`config.mk`:
```
export PLATFORM = sky130hd
export DESIGN_NAME = dtsr_top
export DESIGN_NICKNAME = d
export VERILOG_FILES = /design/src/logic/dtsr_pkg.sv /design/src/logic/dtsr_trig_edge.sv /design/src/logic/dtsr_shadow_seq.sv /design/src/logic/dtsr_top.sv
export SDC_FILE = /design/constraint.sdc
export NUM_CORES = 1
export LEC_CHECK = 0
export BUFFER_PORTS_ARGS = -buffer_cell sky130_fd_sc_hd__buf_2
export CORE_MARGIN = 1.5
export CORE_UTILIZATION = 55
export CTS_CLUSTER_DIAMETER = 80
export DETAILED_ROUTE_END_ITERATION = 12
export PLACE_DENSITY = 0.73
export SYNTH_ARGS = -nofsm -noshare
export SYNTH_HDL_FRONTEND = slang
export SYNTH_SLANG_ARGS = --single-unit
```
`constraint.sdc`:
```
create_clock -name sys_clk -period 6.22 [get_ports sys_clk]
set_input_delay 0.933 -clock sys_clk [delete_from_list [all_inputs] [get_ports sys_clk]]
set_output_delay 0.933 -clock sys_clk [all_outputs]
set_load 0.01 [all_outputs]
```
`src/logic/dtsr_pkg.sv`:
```
package dtsr_pkg;

  localparam int SHADOW_COUNT = 16;
  localparam int SHADOW_IDX_W = 4;
  localparam int SHADOW_DATA_W = 16;
  localparam logic [SHADOW_IDX_W-1:0] SHADOW_LAST = 4'hF;

  localparam logic [11:0] ADDR_CONFIG = 12'h000;
  localparam logic [11:0] ADDR_STATUS = 12'h004;
  localparam logic [11:0] ADDR_COMMAND = 12'h008;
  localparam logic [11:0] ADDR_SHADOW_BASE = 12'h040;
  localparam logic [11:0] ADDR_SHADOW_MASK = 12'hFC0;
  localparam int ADDR_IDX_LSB = 2;

  localparam int CFG_TRIG_LSB = 0;
  localparam int CFG_BRK_LSB = 4;
  localparam int CFG_PROC_BIT = 8;

  localparam int ST_BG_BIT = 0;
  localparam int ST_RESET_BIT = 1;
  localparam int ST_BUSY_BIT = 2;
  localparam int ST_VALID_BIT = 3;
  localparam int ST_ARMED_BIT = 4;

  localparam int CMD_CAPTURE_BIT = 0;
  localparam int CMD_RESTORE_BIT = 1;
  localparam int CMD_CLEAR_BIT = 2;
  localparam int CMD_BREAK_BIT = 3;

  localparam int SHADOW_DEF_BIT = 31;

  typedef enum logic [1:0] {
    TRIG_FIX_HIGH,
    TRIG_FIX_LOW,
    TRIG_BG_HIGH,
    TRIG_BG_LOW
  } dtsr_trig_mode_t;

  typedef enum logic [1:0] {
    BRK_OFF,
    BRK_RISING,
    BRK_FALLING
  } dtsr_brk_mode_t;

  localparam dtsr_trig_mode_t TRIG_DEFAULT = TRIG_BG_HIGH;
  localparam dtsr_brk_mode_t BRK_DEFAULT = BRK_RISING;

  typedef struct packed {
    logic valid;
    logic write;
    logic [SHADOW_IDX_W-1:0] index;
    logic [SHADOW_DATA_W-1:0] data;
  } dtsr_tgt_req_t;

endpackage : dtsr_pkg

```
`src/logic/dtsr_trig_edge.sv`:
```
`timescale 1ns/1ps
module dtsr_trig_edge
  import dtsr_pkg::*;
(
  input wire logic sys_clk,
  input wire logic rst,
  input wire logic triggerIn,
  input wire dtsr_brk_mode_t breakMode,
  output logic edgePulse
);

  logic syncA;
  logic syncB;
  logic prevLevel;

  // syncA feeds syncB only
  always_ff @(posedge sys_clk) begin
    if (rst) begin
      syncA <= 1'b0;
      syncB <= 1'b0;
      prevLevel <= 1'b0;
    end else begin
      syncA <= triggerIn;
      syncB <= syncA;
      prevLevel <= syncB;
    end
  end

  always_ff @(posedge sys_clk) begin
    if (rst) begin
      edgePulse <= 1'b0;
    end else begin
      unique case (breakMode)
        BRK_RISING: edgePulse <= syncB & ~prevLevel;
        BRK_FALLING: edgePulse <= ~syncB & prevLevel;
        // code 3 is illegal and behaves as off
        default: edgePulse <= 1'b0;
      endcase
    end
  end

endmodule : dtsr_trig_edge

```
`src/logic/dtsr_shadow_seq.sv`:
```
`timescale 1ns/1ps
module dtsr_shadow_seq
  import dtsr_pkg::*;
(
  input wire logic sys_clk,
  input wire logic rst,
  input wire logic startRestore,
  input wire logic startCapture,
  input wire logic [SHADOW_COUNT-1:0] defined,
  input wire logic [SHADOW_COUNT-1:0][SHADOW_DATA_W-1:0] values,
  input wire logic tgtAck,
  input wire logic [SHADOW_DATA_W-1:0] tgtRdata,
  output dtsr_tgt_req_t tgtReq,
  output logic busy,
  output logic capValid,
  output logic [SHADOW_IDX_W-1:0] capIndex,
  output logic [SHADOW_DATA_W-1:0] capData
);

  typedef enum logic [1:0] {
    SEQ_IDLE,
    SEQ_ISSUE,
    SEQ_WAIT
  } dtsr_seq_state_t;

  dtsr_seq_state_t state;
  logic isWrite;
  logic [SHADOW_IDX_W-1:0] idx;

  always_ff @(posedge sys_clk) begin
    if (rst) begin
      state <= SEQ_IDLE;
      isWrite <= 1'b0;
      idx <= '0;
      busy <= 1'b0;
      tgtReq <= '0;
    end else begin
      unique case (state)
        SEQ_IDLE: begin
          idx <= '0;
          if (startRestore || startCapture) begin
            isWrite <= startRestore;
            busy <= 1'b1;
            state <= SEQ_ISSUE;
          end
        end
        SEQ_ISSUE: begin
          if (isWrite && !defined[idx]) begin
            // undefined entries are skipped, target keeps its value
            if (idx == SHADOW_LAST) begin
              busy <= 1'b0;
              state <= SEQ_IDLE;
            end else begin
              idx <= idx + 1'b1;
            end
          end else begin
            tgtReq.valid <= 1'b1;
            tgtReq.write <= isWrite;
            tgtReq.index <= idx;
            tgtReq.data <= isWrite ? values[idx] : '0;
            state <= SEQ_WAIT;
          end
        end
        SEQ_WAIT: begin
          if (tgtAck) begin
            tgtReq.valid <= 1'b0;
            if (idx == SHADOW_LAST) begin
              busy <= 1'b0;
              state <= SEQ_IDLE;
            end else begin
              idx <= idx + 1'b1;
              state <= SEQ_ISSUE;
            end
          end
        end
      endcase
    end
  end

  always_ff @(posedge sys_clk) begin
    if (rst) begin
      capValid <= 1'b0;
      capIndex <= '0;
      capData <= '0;
    end else begin
      capValid <= (state == SEQ_WAIT) && tgtAck && !isWrite;
      if ((state == SEQ_WAIT) && tgtAck) begin
        capIndex <= idx;
        capData <= tgtRdata;
      end
    end
  end

endmodule : dtsr_shadow_seq

```
`src/logic/dtsr_top.sv`:
```
// Design decisions made here: the APB interface to the registers and the address map.
`timescale 1ns/1ps
// Operation
// - trigger out: high, low, bg-high, bg-low
// - break input off ignores trigger input
// - rising setting breaks on low-to-high edge
// - falling setting breaks on high-to-low edge
// - plug-in variant locks trigger settings at defaults
// - one shadow entry per target register
// - reset in background then break restores shadows
// - shadow valid only for specific processor type
// - loading shadows never writes the target
module dtsr_top
  import dtsr_pkg::*;
#(
  parameter bit PLUGIN_VARIANT = 1'b0
) (
  input wire logic sys_clk,
  input wire logic rst,
  input wire logic psel,
  input wire logic penable,
  input wire logic pwrite,
  input wire logic [11:0] paddr,
  input wire logic [31:0] pwdata,
  output logic [31:0] prdata,
  output logic pready,
  output logic pslverr,
  input wire logic triggerIn,
  output logic triggerOut,
  input wire logic targetBackground,
  input wire logic targetReset,
  output logic breakReq,
  output dtsr_tgt_req_t tgtReq,
  input wire logic tgtAck,
  input wire logic [SHADOW_DATA_W-1:0] tgtRdata
);

  dtsr_trig_mode_t trigMode;
  dtsr_brk_mode_t breakMode;
  logic procSpecific;

  logic bgSyncA;
  logic bgSync;
  logic rstSyncA;
  logic rstSync;

  logic [SHADOW_COUNT-1:0][SHADOW_DATA_W-1:0] shadowValue;
  logic [SHADOW_COUNT-1:0] shadowDefined;

  logic edgePulse;
  logic swBreak;
  logic armed;
  logic breakSeen;
  logic restoreFire;
  logic startRestore;
  logic startCapture;
  logic clearDefined;
  logic seqBusy;
  logic capValid;
  logic [SHADOW_IDX_W-1:0] capIndex;
  logic [SHADOW_DATA_W-1:0] capData;

  logic accessDone;
  logic wrAccess;
  logic rdAccess;
  logic isShadow;
  logic [SHADOW_IDX_W-1:0] busIdx;
  logic mapped;
  logic [31:0] next_prdata;
  logic cmdWrite;

  // one-wait slave: pready is raised for exactly one cycle of each access, one cycle after penable
  always_ff @(posedge sys_clk) begin
    if (rst) begin
      pready <= 1'b0;
    end else begin
      pready <= psel & penable & ~pready;
    end
  end

  assign accessDone = psel & penable & pready;
  assign wrAccess = accessDone & pwrite;
  assign rdAccess = psel & penable & ~pready & ~pwrite;
  assign isShadow = (paddr & ADDR_SHADOW_MASK) == ADDR_SHADOW_BASE;
  assign busIdx = paddr[ADDR_IDX_LSB +: SHADOW_IDX_W];
  assign mapped = isShadow || (paddr == ADDR_CONFIG) || (paddr == ADDR_STATUS)
                  || (paddr == ADDR_COMMAND);
  assign cmdWrite = wrAccess && (paddr == ADDR_COMMAND);

  always_comb begin
    next_prdata = '0;
    if (isShadow) begin
      next_prdata[SHADOW_DATA_W-1:0] = shadowValue[busIdx];
      next_prdata[SHADOW_DEF_BIT] = shadowDefined[busIdx];
    end else if (paddr == ADDR_CONFIG) begin
      next_prdata[CFG_TRIG_LSB +: 2] = trigMode;
      next_prdata[CFG_BRK_LSB +: 2] = breakMode;
      next_prdata[CFG_PROC_BIT] = procSpecific;
    end else if (paddr == ADDR_STATUS) begin
      next_prdata[ST_BG_BIT] = bgSync;
      next_prdata[ST_RESET_BIT] = rstSync;
      next_prdata[ST_BUSY_BIT] = seqBusy;
      next_prdata[ST_VALID_BIT] = procSpecific;
      next_prdata[ST_ARMED_BIT] = armed;
    end
  end

  // read data and error are loaded together with pready
  always_ff @(posedge sys_clk) begin
    if (rst) begin
      prdata <= '0;
      pslverr <= 1'b0;
    end else begin
      prdata <= rdAccess ? next_prdata : '0;
      pslverr <= psel & penable & ~pready & ~mapped;
    end
  end

  always_ff @(posedge sys_clk) begin
    if (rst) begin
      trigMode <= TRIG_DEFAULT;
      breakMode <= BRK_DEFAULT;
      procSpecific <= 1'b0;
    end else if (wrAccess && (paddr == ADDR_CONFIG)) begin
      procSpecific <= pwdata[CFG_PROC_BIT];
      if (!PLUGIN_VARIANT) begin
        trigMode <= dtsr_trig_mode_t'(pwdata[CFG_TRIG_LSB +: 2]);
        breakMode <= dtsr_brk_mode_t'(pwdata[CFG_BRK_LSB +: 2]);
      end
    end
  end

  // target status lines are asynchronous pins
  always_ff @(posedge sys_clk) begin
    if (rst) begin
      bgSyncA <= 1'b0;
      bgSync <= 1'b0;
      rstSyncA <= 1'b0;
      rstSync <= 1'b0;
    end else begin
      bgSyncA <= targetBackground;
      bgSync <= bgSyncA;
      rstSyncA <= targetReset;
      rstSync <= rstSyncA;
    end
  end

  always_ff @(posedge sys_clk) begin
    if (rst) begin
      triggerOut <= 1'b1;
    end else begin
      unique case (trigMode)
        TRIG_FIX_HIGH: triggerOut <= 1'b1;
        TRIG_FIX_LOW: triggerOut <= 1'b0;
        TRIG_BG_HIGH: triggerOut <= bgSync;
        TRIG_BG_LOW: triggerOut <= ~bgSync;
      endcase
    end
  end

  dtsr_trig_edge u_edge (
    .sys_clk(sys_clk),
    .rst(rst),
    .triggerIn(triggerIn),
    .breakMode(breakMode),
    .edgePulse(edgePulse)
  );

  assign swBreak = cmdWrite && pwdata[CMD_BREAK_BIT];

  always_ff @(posedge sys_clk) begin
    if (rst) begin
      breakReq <= 1'b0;
    end else begin
      breakReq <= edgePulse | swBreak;
    end
  end

  // a reset taken while running user code drops the arm; the
  // target's own init code is then expected to set the registers
  always_ff @(posedge sys_clk) begin
    if (rst) begin
      armed <= 1'b0;
      breakSeen <= 1'b0;
    end else begin
      if (rstSync) begin
        armed <= bgSync;
        breakSeen <= 1'b0;
      end else if (startRestore && restoreFire) begin
        armed <= 1'b0;
        breakSeen <= 1'b0;
      end else if (armed && breakReq) begin
        breakSeen <= 1'b1;
      end
    end
  end

  assign restoreFire = armed && breakSeen && bgSync && !rstSync;
  // restore and capture only make sense with a known register layout
  assign startRestore = procSpecific && !seqBusy
                        && (restoreFire || (cmdWrite && pwdata[CMD_RESTORE_BIT]));
  assign startCapture = procSpecific && !seqBusy && !startRestore
                        && cmdWrite && pwdata[CMD_CAPTURE_BIT];
  assign clearDefined = cmdWrite && pwdata[CMD_CLEAR_BIT];

  // capture issues reads only, so the target is never modified
  dtsr_shadow_seq u_seq (
    .sys_clk(sys_clk),
    .rst(rst),
    .startRestore(startRestore),
    .startCapture(startCapture),
    .defined(shadowDefined),
    .values(shadowValue),
    .tgtAck(tgtAck),
    .tgtRdata(tgtRdata),
    .tgtReq(tgtReq),
    .busy(seqBusy),
    .capValid(capValid),
    .capIndex(capIndex),
    .capData(capData)
  );

  // one entry per target register; capture beats a same-cycle bus write
  // and any set beats the clear
  for (genvar i = 0; i < SHADOW_COUNT; i++) begin : g_shadow
    always_ff @(posedge sys_clk) begin
      if (rst) begin
        shadowValue[i] <= '0;
        shadowDefined[i] <= 1'b0;
      end else begin
        if (capValid && (capIndex == SHADOW_IDX_W'(i))) begin
          shadowValue[i] <= capData;
          shadowDefined[i] <= 1'b1;
        end else if (wrAccess && isShadow && (busIdx == SHADOW_IDX_W'(i))) begin
          shadowValue[i] <= pwdata[SHADOW_DATA_W-1:0];
          shadowDefined[i] <= 1'b1;
        end else if (clearDefined) begin
          shadowDefined[i] <= 1'b0;
        end
      end
    end
  end

endmodule : dtsr_top

```
==> impl_metrics.json <==
{
  "outcome": "completed",
  "cts_inserted_buffers": 40,
  "site_row_count": 68,
  "clkSlewWorstSetupHoldPaths_ps": 60,
  "final_util": 0.619,
  "ys_seq_area_frac": 0.366,
  "power.share.switching": 0.230,
  "synth.cell_area_mm2": 0.0196,
  "grt_usage": 0.340,
  "drt-wirelength-per-cell_um": 25.6,
  "cap_violations": 0,
  "htree_num_levels": 2,
  "remaining_routing_drc_violations": 0,
  "start_util": 0.564,
  "first_iter_violations": 2142,
  "drtAntennaViolNets": 0,
  "cp_data_arrival_time_ps": 4110,
  "postRouteWirelength_um": 62000,
  "drt_pre_antenna_iters": 5,
  "path_max_fanout": 42,
  "grt_max_degree": 144,
  "crit_path_start_kind": "input pin",
  "first_pass_grt_wire_length_um": 94500,
  "synth_enable_flop_cells": 0,
  "nNetsFinal": 2013,
  "setup-violations-final": 0,
  "ys_ff_latch": 359,
  "clockRootBuffer": "sky130_fd_sc_hd__clkbuf_16",
  "overflow": 0,
  "p_leak_nw": 7.98,
  "share_seq_of_total_power": 0.474,
  "rsz0062_at_grt": "no",
  "layout_common_cells": "sky130_fd_sc_hd__dfxtp_1, sky130_fd_sc_hd__nor2_1, sky130_fd_sc_hd__a211oi_1, sky130_fd_sc_hd__mux2i_1, sky130_fd_sc_hd__mux4_2",
  "netlist_instances": 1990,
  "floorplan.die.height_um": 192,
  "internal_power_w": 0.00374,
  "initial_antenna_violation_count": 3,
  "achievable-frequency_ghz": 0.273,
  "place.detailed.hpwl_um": 38700,
  "count_of_clock_tree_sinks": 359,
  "port_buffers": 95,
  "worstHoldPathType": "register to register",
  "setup.worst_path.end_class": "register",
  "vias_in_the_first_global_route": 15900,
  "ys_dominant_reg_cell": "sky130_fd_sc_hd__dfxtp_1",
  "io_pins": 127,
  "timing.critical_path.from": "paddr[2]",
  "postSynth.asyncResetShare": 0,
  "dr_total_vias": 16500,
  "yosysWarnings": 0,
  "post_route_cells_drive_above_1_share": 0.206,
  "combPwrFrac": 0.046,
  "share_clk_of_total_power": 0.480,
  "finalClockSkew_ps": 10.4,
  "detail_route.vias_per_cell": 6.83,
  "gp_congestion": 0.920,
  "post_cts.repair.setup_buffers": 0,
  "finalWorstPathRequiredPeriod_ps": 3670,
  "setup.worst_path.class": "input pin to register",
  "fillers": 2834,
  "reg2regPathDepth": 7,
  "power.density_mw_per_mm2": 226,
  "mostFrequentLayoutCell": "sky130_fd_sc_hd__dfxtp_1",
  "cts_stage_hold_buffer_count": 0,
  "synthDistinctLibCells": 57,
  "source_to_sink_clock_delay_at_the_later_pin_of_the_worst_skew_pair_ps": 540,
  "area.growth.synth_to_final_pct": 9.75,
  "final_hold_violations": 0,
  "worst_pin_slew_ps": 1270,
  "slew_violations": 0,
  "p_switching_w": 0.00112,
  "slew_headroom": 0.152,
  "x_dimension_of_the_die_um": 192,
  "hold_path_cell_cnt": 1,
  "die_area_mm2": 0.0368,
  "core-area_mm2": 0.0348,
  "cts_resized": 0,
  "syn-mean-instance-area_um2": 9.86,
  "launch_point_of_the_worst_hold_path": "u_edge.syncA",
  "clock_path_buffers": 3,
  "clock_tree_from_tritoncts": "yes",
  "power.ir.vdd_worst_mv": 0.197,
  "timing.critical_path.required_ps": 6660,
  "final.setup.tns_ps": 0,
  "r2r_start": "u_seq.capIndex[1]",
  "final_min_period_over_clock_period": 0.589
}
## registers in the layout, summed over array words and instances (netlist names), 2 cells and up
register / count
u_seq.capIndex: 4
u_seq.idx: 4
trigMode: 2
breakMode: 2
u_seq.capData: 16
u_seq.tgtReq: 22
shadowDefined: 16
prdata: 17
shadowValue: 256
u_seq.state: 2
## through the flow
step / std cells / setup slack (ps) / area (µm²) / hold slack (ps) / total power, W
after floorplan: 2004 / 3170 / 19700 / 413 / 0.00252
after global placement: 2351 / 2150 / 20300 / 426 / 0.00257
after detailed placement: 2351 / 2100 / 20300 / 425 / 0.00257
after CTS: 2420 / 2650 / 21500 / 437 / 0.00486
after global routing: 2420 / 2440 / 21500 / 460 / 0.00498
final: 2422 / 2550 / 21500 / 432 / 0.00486
## Yosys cell counts, drive strengths merged, types with 3 or more instances
library cell	number	share of area
dfxtp	359	0.37
nor2	317	0.061
a211oi	210	0.080
mux2i	200	0.10
clkbuf	186	0.036
mux4	168	0.19
nand2	138	0.026
a21oi	80	0.022
nand3	73	0.019
buf	59	0.016
a311oi	49	0.022
nor2b	20	0.0064
inv	14	0.0027
o31ai	11	0.0042
nand2b	9	0.0029
o41ai	9	0.0063
o21ai	8	0.0020
a31oi	7	0.0022
nand3b	7	0.0027
ha	6	0.0038
nor3	6	0.0015
a22oi	5	0.0019
nand4	5	0.0016
nor4	5	0.0027
and3	3	0.00096
## worst paths after layout
path | end | slack (ps)
setup / recovery | shadowValue[100] | 2550
hold / removal | u_edge.syncB | 430
setup reg to reg | shadowValue[189] | 2790
hold reg to reg | u_edge.syncB | 430
## layer usage
metal	wire [µm]	global-route usage
met3	7060	0.0661
met5	0	0
met1	24200	0.462
met2	28000	0.525
met4	2720	0.158
## power groups by stage
stage               Sequential [W]  Combinational, W  Clock, W
finish                     0.00230          0.000224   0.00234
global route               0.00230          0.000239   0.00244
global placement           0.00235          0.000213         0
floorplan                  0.00236          0.000160         0
detailed placement         0.00235          0.000218         0
CTS                        0.00230          0.000219   0.00234
## worst max-delay path, cell delays in order
cell and delay (ps):
sky130_fd_sc_hd__buf_4 350, sky130_fd_sc_hd__inv_1 420, sky130_fd_sc_hd__nand3_1 590, sky130_fd_sc_hd__o31ai_4 1010, sky130_fd_sc_hd__buf_4 380, sky130_fd_sc_hd__nor2_1 80
sky130_fd_sc_hd__a311oi_1 270
## cell type report
type	count	area, µm²	area share
multi-input cells	1386	11600	0.540
flip-flops and latches	359	7200	0.334
well taps	455	569	0.0264
clock inverters	11	108	0.00500
repair buffers	137	806	0.0374
diodes	2	5.00	0.000232
clock buffers	58	1160	0.0539
inverters	14	52.6	0.00244
## logic make-up (layout without fill, tap and decap cells)
| group | after synthesis | count (layout) | synth area share |
|---|---|---|---|
| AO/OA/AOI/OAI | 392 | 392 | 0.147 |
| XOR/XNOR | 1 | 1 | 0.000447 |
| adder cells (fa/ha/maj) | 6 | 6 | 0.00383 |
| buffers and inverters | 259 | 220 | 0.0544 |
| flip-flops | 359 | 359 | 0.366 |
| multiplexers | 370 | 370 | 0.296 |
| other | 1 | 17 | 0.000191 |
| AND/OR/NAND/NOR | 602 | 602 | 0.132 |
Note: power is estimated with default switching activity, not from simulation.
